`src/common/mpt_pkg.sv`:
```
// Constants for the eight-channel PWM timer: register map and field layout.
// Assumes a 32-bit AXI4-Lite register bus with word-aligned registers.
package mpt_pkg;
  localparam int NUM_CH     = 8;
  localparam int ADDR_W     = 8;
  // Register byte offsets.
  localparam logic [7:0] OFS_CTRL   = 8'h00;
  localparam logic [7:0] OFS_CLKSEL = 8'h04;
  localparam logic [7:0] OFS_PRESC  = 8'h08;
  localparam logic [7:0] OFS_OUT    = 8'h0C;
  localparam logic [7:0] OFS_PER    = 8'h20;
  localparam logic [7:0] OFS_DUTY   = 8'h40;
  localparam logic [7:0] OFS_CNT    = 8'h60;
  localparam logic [7:0] ARR_MASK   = 8'hE0;
  // Control register field positions.
  localparam int CTRL_EN    = 0;
  localparam int CTRL_POL   = 8;
  localparam int CTRL_CTR   = 16;
  localparam int CTRL_JOIN  = 24;
  // Prescaler register field positions.
  localparam int PRE_A      = 0;
  localparam int PRE_B      = 4;
  localparam int PRE_SA     = 8;
  localparam int PRE_SB     = 16;
  // Reset values.
  localparam logic [31:0] CTRL_RST  = 32'h0000_0000;
  localparam logic [31:0] PRESC_RST = 32'h0000_0000;
  localparam logic [7:0]  PER_RST   = 8'hFF;
  localparam logic [7:0]  DUTY_RST  = 8'h00;
  // AXI responses.
  localparam logic [1:0]  RESP_OK   = 2'h0;
  localparam logic [1:0]  RESP_ERR  = 2'h2;
  // Scaled clock limit when the scale field is zero (divide by 512).
  localparam logic [8:0]  SCL_MAX   = 9'h1FF;
  // Clock source codes.
  typedef enum logic [1:0] {
    MPT_SRC_A  = 2'b00,
    MPT_SRC_B  = 2'b01,
    MPT_SRC_SA = 2'b10,
    MPT_SRC_SB = 2'b11
  } mpt_src_t;
endpackage

```
`src/hdl/mpt_top.sv`:
```
// Eight-channel PWM timer with an AXI4-Lite register slave.
// Assumes one clock, aclk, and a synchronous active-low reset.
// Operation
// - Eight 8-bit channels, each with its own counter, period and duty.
// - An enabled channel runs on with no software action per period.
// - Duty spans 0 to 100 percent, constant levels included.
// - A per-channel polarity bit picks the level of the duty portion.
// - Each channel is left-aligned or centre-aligned on its own.
// - Only pairs 7/6, 5/4, 3/2 and 1/0 join, each as one 16-bit channel.
// - Pairs join independently, so every mix of widths is available.
// - Period and duty are double buffered, taken at zero or while off.
// - Each channel has its own enable and starts or stops alone.
// - Counters run from clock A, B or one of the two scaled clocks.
`timescale 1ns/10ps
module mpt_top #(
  parameter int NCH = mpt_pkg::NUM_CH
) (
  // Clock and reset
  input  wire logic                        aclk,
  input  wire logic                        aresetn,
  // AXI4-Lite write address and data
  input  wire logic [mpt_pkg::ADDR_W-1:0]  s_axi_awaddr,
  input  wire logic                        s_axi_awvalid,
  output logic                             s_axi_awready,
  input  wire logic [31:0]                 s_axi_wdata,
  input  wire logic [3:0]                  s_axi_wstrb,
  input  wire logic                        s_axi_wvalid,
  output logic                             s_axi_wready,
  // AXI4-Lite write response
  output logic [1:0]                       s_axi_bresp,
  output logic                             s_axi_bvalid,
  input  wire logic                        s_axi_bready,
  // AXI4-Lite read
  input  wire logic [mpt_pkg::ADDR_W-1:0]  s_axi_araddr,
  input  wire logic                        s_axi_arvalid,
  output logic                             s_axi_arready,
  output logic [31:0]                      s_axi_rdata,
  output logic [1:0]                       s_axi_rresp,
  output logic                             s_axi_rvalid,
  input  wire logic                        s_axi_rready,
  // PWM outputs
  output logic [NCH-1:0]                   pwm_out
);
  import mpt_pkg::*;

  if (NCH != NUM_CH) begin : g_chk
    $error("mpt_top supports exactly eight channels");
  end

  logic [31:0]         ctrl_r;
  logic [2*NCH-1:0]    clksel_r;
  logic [31:0]         presc_r;
  logic [7:0]          per_r  [NCH];
  logic [7:0]          duty_r [NCH];
  logic [15:0]         cnt_r  [NCH];
  logic [ADDR_W-1:0]   awaddr_r;
  logic [31:0]         wdata_r;
  logic [3:0]          wstrb_r;
  logic                aw_held_r;
  logic                w_held_r;
  logic                do_wr;
  logic [3:0]          ticks;
  logic [6:0]          pre_cnt_r;

  // Write channel: address and data are taken in either order.
  assign do_wr = aw_held_r & w_held_r & ~s_axi_bvalid;

  always_ff @(posedge aclk) begin
    if (!aresetn) begin
      s_axi_awready <= 1'b1;
      s_axi_wready  <= 1'b1;
      aw_held_r     <= 1'b0;
      w_held_r      <= 1'b0;
      s_axi_bvalid  <= 1'b0;
      s_axi_bresp   <= RESP_OK;
      awaddr_r      <= '0;
      wdata_r       <= '0;
      wstrb_r       <= '0;
    end else begin
      if (s_axi_awvalid && s_axi_awready) begin
        s_axi_awready <= 1'b0;
        aw_held_r     <= 1'b1;
        awaddr_r      <= s_axi_awaddr;
      end
      if (s_axi_wvalid && s_axi_wready) begin
        s_axi_wready <= 1'b0;
        w_held_r     <= 1'b1;
        wdata_r      <= s_axi_wdata;
        wstrb_r      <= s_axi_wstrb;
      end
      if (do_wr) begin
        aw_held_r    <= 1'b0;
        w_held_r     <= 1'b0;
        s_axi_bvalid <= 1'b1;
        s_axi_bresp  <= wr_map(awaddr_r) ? RESP_OK : RESP_ERR;
      end
      if (s_axi_bvalid && s_axi_bready) begin
        s_axi_bvalid  <= 1'b0;
        s_axi_awready <= 1'b1;
        s_axi_wready  <= 1'b1;
      end
    end
  end

  function automatic logic wr_map(input logic [ADDR_W-1:0] a);
    logic arr;
    arr = ((a & ARR_MASK) == OFS_PER) || ((a & ARR_MASK) == OFS_DUTY);
    return (a == OFS_CTRL) || (a == OFS_CLKSEL) || (a == OFS_PRESC) || arr;
  endfunction

  function automatic logic [31:0] merge(input logic [31:0] old,
                                        input logic [31:0] nw,
                                        input logic [3:0]  st);
    logic [31:0] r;
    r = old;
    for (int b = 0; b < 4; b++) begin
      if (st[b]) r[8*b +: 8] = nw[8*b +: 8];
    end
    return r;
  endfunction

  // Software-steered configuration.
  always_ff @(posedge aclk) begin
    if (!aresetn) begin
      ctrl_r   <= CTRL_RST;
      clksel_r <= '0;
      presc_r  <= PRESC_RST;
    end else if (do_wr) begin
      if (awaddr_r == OFS_CTRL) ctrl_r <= merge(ctrl_r, wdata_r, wstrb_r);
      if (awaddr_r == OFS_CLKSEL) begin
        clksel_r <= 16'(merge({16'h0000, clksel_r}, wdata_r, wstrb_r));
      end
      if (awaddr_r == OFS_PRESC) presc_r <= merge(presc_r, wdata_r, wstrb_r);
    end
  end

  // Read channel: one cycle from address to data.
  always_ff @(posedge aclk) begin
    if (!aresetn) begin
      s_axi_arready <= 1'b1;
      s_axi_rvalid  <= 1'b0;
      s_axi_rdata   <= '0;
      s_axi_rresp   <= RESP_OK;
    end else if (s_axi_arvalid && s_axi_arready) begin
      s_axi_arready <= 1'b0;
      s_axi_rvalid  <= 1'b1;
      s_axi_rresp   <= RESP_OK;
      s_axi_rdata   <= '0;
      unique case (s_axi_araddr & ARR_MASK)
        OFS_PER:  s_axi_rdata <= {24'h00_0000, per_r[s_axi_araddr[4:2]]};
        OFS_DUTY: s_axi_rdata <= {24'h00_0000, duty_r[s_axi_araddr[4:2]]};
        OFS_CNT:  s_axi_rdata <= {16'h0000, cnt_r[s_axi_araddr[4:2]]};
        default: begin
          if (s_axi_araddr == OFS_CTRL) s_axi_rdata <= ctrl_r;
          else if (s_axi_araddr == OFS_CLKSEL) begin
            s_axi_rdata <= {16'h0000, clksel_r};
          end else if (s_axi_araddr == OFS_PRESC) s_axi_rdata <= presc_r;
          else if (s_axi_araddr == OFS_OUT) begin
            s_axi_rdata <= {24'h00_0000, pwm_out};
          end else s_axi_rresp <= RESP_ERR;
        end
      endcase
    end else if (s_axi_rvalid && s_axi_rready) begin
      s_axi_rvalid  <= 1'b0;
      s_axi_arready <= 1'b1;
    end
  end

  // Base prescaler shared by clocks A and B.
  always_ff @(posedge aclk) begin
    if (!aresetn) pre_cnt_r <= '0;
    else pre_cnt_r <= pre_cnt_r + 7'h01;
  end

  for (genvar k = 0; k < 2; k++) begin : g_src
    logic [2:0] ex;
    logic [6:0] mask;
    logic [7:0] scl;
    logic [8:0] lim;
    logic [8:0] sc_cnt_r;
    assign ex   = presc_r[(k ? PRE_B : PRE_A) +: 3];
    assign mask = 7'((8'h01 << ex) - 8'h01);
    assign scl  = presc_r[(k ? PRE_SB : PRE_SA) +: 8];
    assign lim  = (scl == 8'h00) ? SCL_MAX : {scl, 1'b0} - 9'h001;
    // The scaled clock divides its base by twice the scale value.
    assign ticks[k]   = &(pre_cnt_r | ~mask);
    assign ticks[k+2] = ticks[k] & (sc_cnt_r >= lim);
    always_ff @(posedge aclk) begin
      if (!aresetn) sc_cnt_r <= '0;
      else if (ticks[k+2]) sc_cnt_r <= '0;
      else if (ticks[k]) sc_cnt_r <= sc_cnt_r + 9'h001;
    end
  end

  for (genvar i = 0; i < NCH; i++) begin : g_ch
    logic        joined;
    logic        slave;
    logic        run;
    logic        pol;
    logic        ctr;
    logic        tick;
    logic [15:0] per_b;
    logic [15:0] duty_b;
    logic [15:0] per_a_r;
    logic [15:0] duty_a_r;
    logic        dir_r;
    logic [15:0] cnt_nxt;
    logic        dir_nxt;
    logic        wrap;
    logic        act;

    assign joined = ctrl_r[CTRL_JOIN + i/2];
    // The low channel of a joined pair only lends its period and duty bytes.
    assign slave  = joined && (i % 2 == 0);
    assign run    = ctrl_r[CTRL_EN + i] & ~slave;
    assign pol    = ctrl_r[CTRL_POL + i];
    assign ctr    = ctrl_r[CTRL_CTR + i];
    assign tick   = ticks[clksel_r[2*i +: 2]];

    if (i % 2 == 1) begin : g_hi
      assign per_b  = joined ? {per_r[i], per_r[i-1]}
                             : {8'h00, per_r[i]};
      assign duty_b = joined ? {duty_r[i], duty_r[i-1]} : {8'h00, duty_r[i]};
    end else begin : g_lo
      assign per_b  = {8'h00, per_r[i]};
      assign duty_b = {8'h00, duty_r[i]};
    end

    always_ff @(posedge aclk) begin
      if (!aresetn) begin
        per_r[i]  <= PER_RST;
        duty_r[i] <= DUTY_RST;
      end else if (do_wr && wstrb_r[0]) begin
        if (awaddr_r == OFS_PER + 8'(4*i)) per_r[i] <= wdata_r[7:0];
        if (awaddr_r == OFS_DUTY + 8'(4*i)) duty_r[i] <= wdata_r[7:0];
      end
    end

    always_comb begin
      dir_nxt = dir_r;
      if (per_a_r == 16'h0000) cnt_nxt = 16'h0000;
      else if (!ctr) begin
        cnt_nxt = (cnt_r[i] + 16'h0001 >= per_a_r) ? 16'h0000
                  : cnt_r[i] + 16'h0001;
      end else if (!dir_r && cnt_r[i] < per_a_r) begin
        cnt_nxt = cnt_r[i] + 16'h0001;
      end else begin
        cnt_nxt = cnt_r[i] - 16'h0001;
        dir_nxt = 1'b1;
      end
      wrap = (cnt_nxt == 16'h0000);
    end

    // Buffered values follow the registers while stopped and at each wrap.
    always_ff @(posedge aclk) begin
      if (!aresetn || !run) begin
        cnt_r[i] <= '0;
        dir_r    <= 1'b0;
        per_a_r  <= per_b;
        duty_a_r <= duty_b;
      end else if (tick) begin
        cnt_r[i] <= cnt_nxt;
        dir_r    <= wrap ? 1'b0 : dir_nxt;
        if (wrap) begin
          per_a_r  <= per_b;
          duty_a_r <= duty_b;
        end
      end
    end

    // Duty at or above the period holds the active level all period.
    assign act = (duty_a_r >= per_a_r) | (cnt_r[i] < duty_a_r);

    always_ff @(posedge aclk) begin
      if (!aresetn) pwm_out[i] <= 1'b1;
      else pwm_out[i] <= ~((act & run) ^ pol);
    end
  end
endmodule

```
`config.mk`:
```
export PLATFORM = sky130hd
export DESIGN_NAME = mpt_top
export DESIGN_NICKNAME = d
export VERILOG_FILES = /design/src/common/mpt_pkg.sv /design/src/hdl/mpt_top.sv
export SDC_FILE = /design/constraint.sdc
export NUM_CORES = 2
export LEC_CHECK = 0
export BUFFER_PORTS_ARGS = -buffer_cell sky130_fd_sc_hd__clkbuf_2
export CAP_MARGIN = 10
export CORE_ASPECT_RATIO = 1.4
export CORE_MARGIN = 5
export CORE_UTILIZATION = 55
export DETAILED_ROUTE_END_ITERATION = 16
export GPL_TIMING_DRIVEN = 0
export PLACE_DENSITY = 0.72
export SLEW_MARGIN = 10
export SYNTH_ARGS = -nofsm -noshare
export SYNTH_HDL_FRONTEND = slang
export SYNTH_SLANG_ARGS = --single-unit
```
`constraint.sdc`:
```
create_clock -name aclk -period 5.98 [get_ports aclk]
set_clock_uncertainty 0.15 [all_clocks]
set_input_delay 0.598 -clock aclk [delete_from_list [all_inputs] [get_ports aclk]]
set_output_delay 0.598 -clock aclk [all_outputs]
set_load 0.005 [all_outputs]
```
==> impl_results.md <==
* Post-CTS setup buffers at 0
* Critical Path AT at 5.68 ns
* Hold Path End: wdata_r[20]$_SDFFE_PN0P_
* TritonRoute pass-1 iters at 6
* GR Overflow Total at 0
* Switching Power at 2.25 mW
* Core area at 0.0789 mm^2
* Cell Rows at 122
* Register-to-register setup slack at 0.43 ns
* Setup WS post-layout at 0.431 ns
* Antenna-violating nets left at 0
* Syn Area/Cell at 10.0 um^2
* R2R Path Start: presc_r[11]$_SDFFE_PN0P_
* RSZ-0062 raised after global routing: no
* Cts hold-fix bufs at 0
* Port buffer count at 102
* P&R area growth vs syn at 9.44%
* Startpoint Class: flip-flop
* Largest net degree at the start of global routing at 34
* VDD IR-drop max at 0.231 mV
* Multiplexer area fraction after synthesis at 8.78%
* 1st-iter DRT viols at 3314
* Pins over their slew limit at 0
* Switching share of total power at 23.2%
* Final Hold Vio Count at 0
* Worst-skew pair later-pin latency at 0.63 ns
* Area of the mapped netlist at 0.0437 mm^2
* M2 GR Usage at 56.1%
* Adder-cell share of the synthesized area at 11.9%
* CP required at 6.11 ns
* Crit Path Max Fanout at 33
* Worst setup EP type: flip-flop
* DIE WIDTH at 248 um
* WL per Instance at 25.6 um
* Fillers at 6670
* Synth Area in Simple Gates at 18.1%
* Seq cells post-synth at 654
* Setup CP Type: flip-flop to flip-flop
* DRT Wirelength at 144000 um
* Area leader, netlist: edfxtp_1
* Ys Warns at 0
* Synth top area share at 30.8%
* Die area at 0.0852 mm^2
* Seq pwr share at 50.8%
* Global routing usage on met1 at 38.9%
* Global Route Usage Sum at 33.2%
* Relative slew slack at 3.92%
* Busiest layer in global routing: met2
* Placer Congestion at 1.01
* Global-route wire length before repair at 213000 um
* Post-CTS resize count at 0
* Clock slew at reported path FFs at 0.06 ns
* Hold path depth at 3
* Vias in the first global route at 35500
* Period minus WS final at 5.55 ns
* Layout Cells excl Fill at 5639
* CTS tree: done
* Met3 Use GR at 6.40%
* Synth Area in XOR/XNOR at 4.69%
* P_int at 7.45 mW
* H-tree depth at 3
* DPL Wire Length at 114000 um
* Hold Crit Start: s_axi_wdata[20]
* Power density over the cells at 203 mW/mm^2
* Pre-CTS setup slack at -0.0768 ns
* Critical path's slowest cell: nand3_1
* Sequential area share after synthesis at 40.3%
* Final net count at 5005
* # Max-Cap Violations at 0
* Worst r2r path cells at 14
* Compound-gate portion of the synthesized area at 11.9%
* Share of layout cells above drive strength 1 at 8.81%
* Inserted Clock Buffers at 66
* Asr flop ratio synth at 0%
* Root buffer cell: clkbuf_16
* Netlist cell types at 87
* Dominant register cell in the synthesized netlist: edfxtp_1
* Final period utilization at 92.8%
* Synth area leaders: edfxtp_1 31%, ha_1 12%, dfxtp_1 9.4%
* Final Power at 9.69 mW
* Critical Path, Cell by Cell: nor3_1 -> nand2b_1 -> nor3_1 -> nor2_1 -> ha_1 -> a211o_1 -> o2111ai_1 -> a31o_2 -> and2_1 -> clkbuf_1 -> a211oi_1 -> a31oi_1 -> nand3_1 -> o211a_2
* Antenna violations before repair at 2
* Via count at 35900
* Comb pwr share at 4.5%
* Height of the die at 343 um
* Most frequent CP cell: nor3_1
* Crit path largest cell delay at 0.84 ns
* Clock network power share at 44.7%
* Largest family of logic cells by synthesized area: simple AND/OR/NAND/NOR gates
* Remaining DRCs at 0
* Status: finished clean
* Final Core Density at 60.5%
* Clock Path Buffers at 3
* Leakage at 20.2 nW
* Critical R2R Capture: g_ch[5].duty_a_r[4]$_DFFE_PP_
* Top Ports at 108
* # setup viols final at 0
* Fmax at 0.180 GHz
* Post-synth EDFFs at 448
* Hold WC Path Type: input port to flip-flop
* Worst-Margin Slew at 1.44 ns
* Sink Count at 654
* Via density at 6.37
* Syn Inst Count at 4358
* Initial core utilization at 55.3%
* Dpl cells at 5517
## power by group through the flow
stage | Clock [mW] | Combinational, mW | Sequential (mW)
floorplan | 0 | 0.256 | 4.99
global placement | 0 | 0.418 | 5.02
detailed placement | 0 | 0.426 | 5.02
CTS | 4.34 | 0.428 | 4.92
global route | 4.53 | 0.465 | 4.93
finish | 4.33 | 0.436 | 4.93
## through the flow
| step | hold slack (ns) | setup TNS [ns] | cell area (um^2) |
|---|---|---|---|
| global route | 0.0454 | 0 | 47800 |
| CTS | 0.0257 | 0 | 47800 |
| floorplan | 0.275 | 0 | 43700 |
| global placement | 0.288 | -9.58 | 45500 |
| detailed placement | 0.294 | -1.85 | 45500 |
| finish | 0.0491 | 0 | 47800 |
## area by class of cell
class                           count  area (um^2)  area share (%)
Antenna cell                        1         2.50         0.00524
Buffer                            242          958            2.01
Clock buffer                       93         1990            4.16
Clock inverter                     27          229           0.479
Inverter                          258          968            2.03
Multi-Input combinational cell   3205        24200            50.6
Sequential cell                   654        17600            36.8
Tap cell                         1054         1320            2.76
Timing Repair Buffer              105          554            1.16
## flip-flops by register name, summed over array words and instances, names as in the netlist, 16 cells and up
name and count:
per_r 64, cnt_r 128, g_ch.per_a_r 96, wdata_r 32
g_src.sc_cnt_r 18, g_ch.duty_a_r 96, clksel_r 16, presc_r 32
s_axi_rdata 32, ctrl_r 32, duty_r 64
## kinds of logic after synthesis
logic type,after synthesis
AOI/OAI and AO/OA,763
other,1
buffers and inverters,500
muxes,287
adders and majority gates,414
xor gates and xnor gates,234
and+or+nand+nor,1505
DFF,654
## how the worst max path moves through the flow
stage,from,to,slack [ns],cells past startpoint
3_5_place_dp,aresetn,cnt_r[4][14]$_SDFFCE_PN0P_,-0.08,6
2_1_floorplan,presc_r[11]$_SDFFE_PN0P_,g_ch[7].duty_a_r[0]$_DFFE_PP_,1.23,13
6_report,presc_r[11]$_SDFFE_PN0P_,g_ch[5].duty_a_r[4]$_DFFE_PP_,0.43,14
4_1_cts,presc_r[11]$_SDFFE_PN0P_,g_ch[5].per_a_r[13]$_SDFFCE_PN0P_,0.13,14
3_3_place_gp,presc_r[11]$_SDFFE_PN0P_,g_ch[7].duty_a_r[1]$_DFFE_PP_,-0.30,13
5_1_grt,presc_r[11]$_SDFFE_PN0P_,g_ch[5].per_a_r[8]$_SDFFCE_PN0P_,0.10,14
## placed cells by master (no fill, tap or decap), drive strengths merged, types with 19 or more instances in the layout
master,synthesis,layout
a211oi,79,79
mux2i,140,140
a31oi,32,32
buf,39,42
inv,257,264
nor3,88,88
xnor2,144,144
ha,414,414
a21o,64,64
o21ai,148,148
and3,39,39
mux2,78,78
nand2b,48,48
dfxtp,206,206
a21oi,134,134
nand3b,19,19
nor4,81,81
nand3,112,112
a22oi,27,27
or3,101,101
edfxtp,448,448
nand2,261,261
nand4,84,84
nor3b,19,19
o21a,33,33
nor2,307,307
and2,148,148
xor2,90,90
mux4,69,69
nor2b,137,137
clkbuf,203,398
a21boi,68,68
## cells in the mapped netlist, types with 18 or more instances
master and count:
mux2i_1 140, xor2_1 90, nor2_1 307, and2_1 146
nand3b_1 19, mux2_2 78, o21ai_0 142, a22oi_1 27
a21o_1 64, o211ai_1 18, mux4_2 69, edfxtp_1 448
nor3_1 88, a21boi_0 66, ha_1 414, nand4_1 84
nand2_1 261, or3_1 101, or4_1 18, nor3b_1 19
nor2b_1 137, dfxtp_1 206, inv_1 256, o21a_1 33
nand2b_1 48, nand3_1 110, and3_1 39, xnor2_1 144
a31oi_1 32, nor4_1 80, a211oi_1 79, buf_1 21
clkbuf_1 202, a21oi_1 134
## routing by layer
| layer | wire (um) | vias up |
|---|---|---|
| li1 | - | 16400 |
| met1 | 51800 | 17300 |
| met2 | 68700 | 1823 |
| met3 | 12800 | 515 |
| met4 | 10900 | 2 |
| met5 | 13 | - |
## critical path, delay by kind of cell (launching register included)
kind,cells,cell delay [ns]
AOI/OAI and AO/OA,6,2.09
and+or+nand+nor,6,2.00
DFF,1,0.38
adders and majority gates,1,0.29
buffers and inverters,1,0.26
Note: power is estimated with default switching activity, not from simulation.
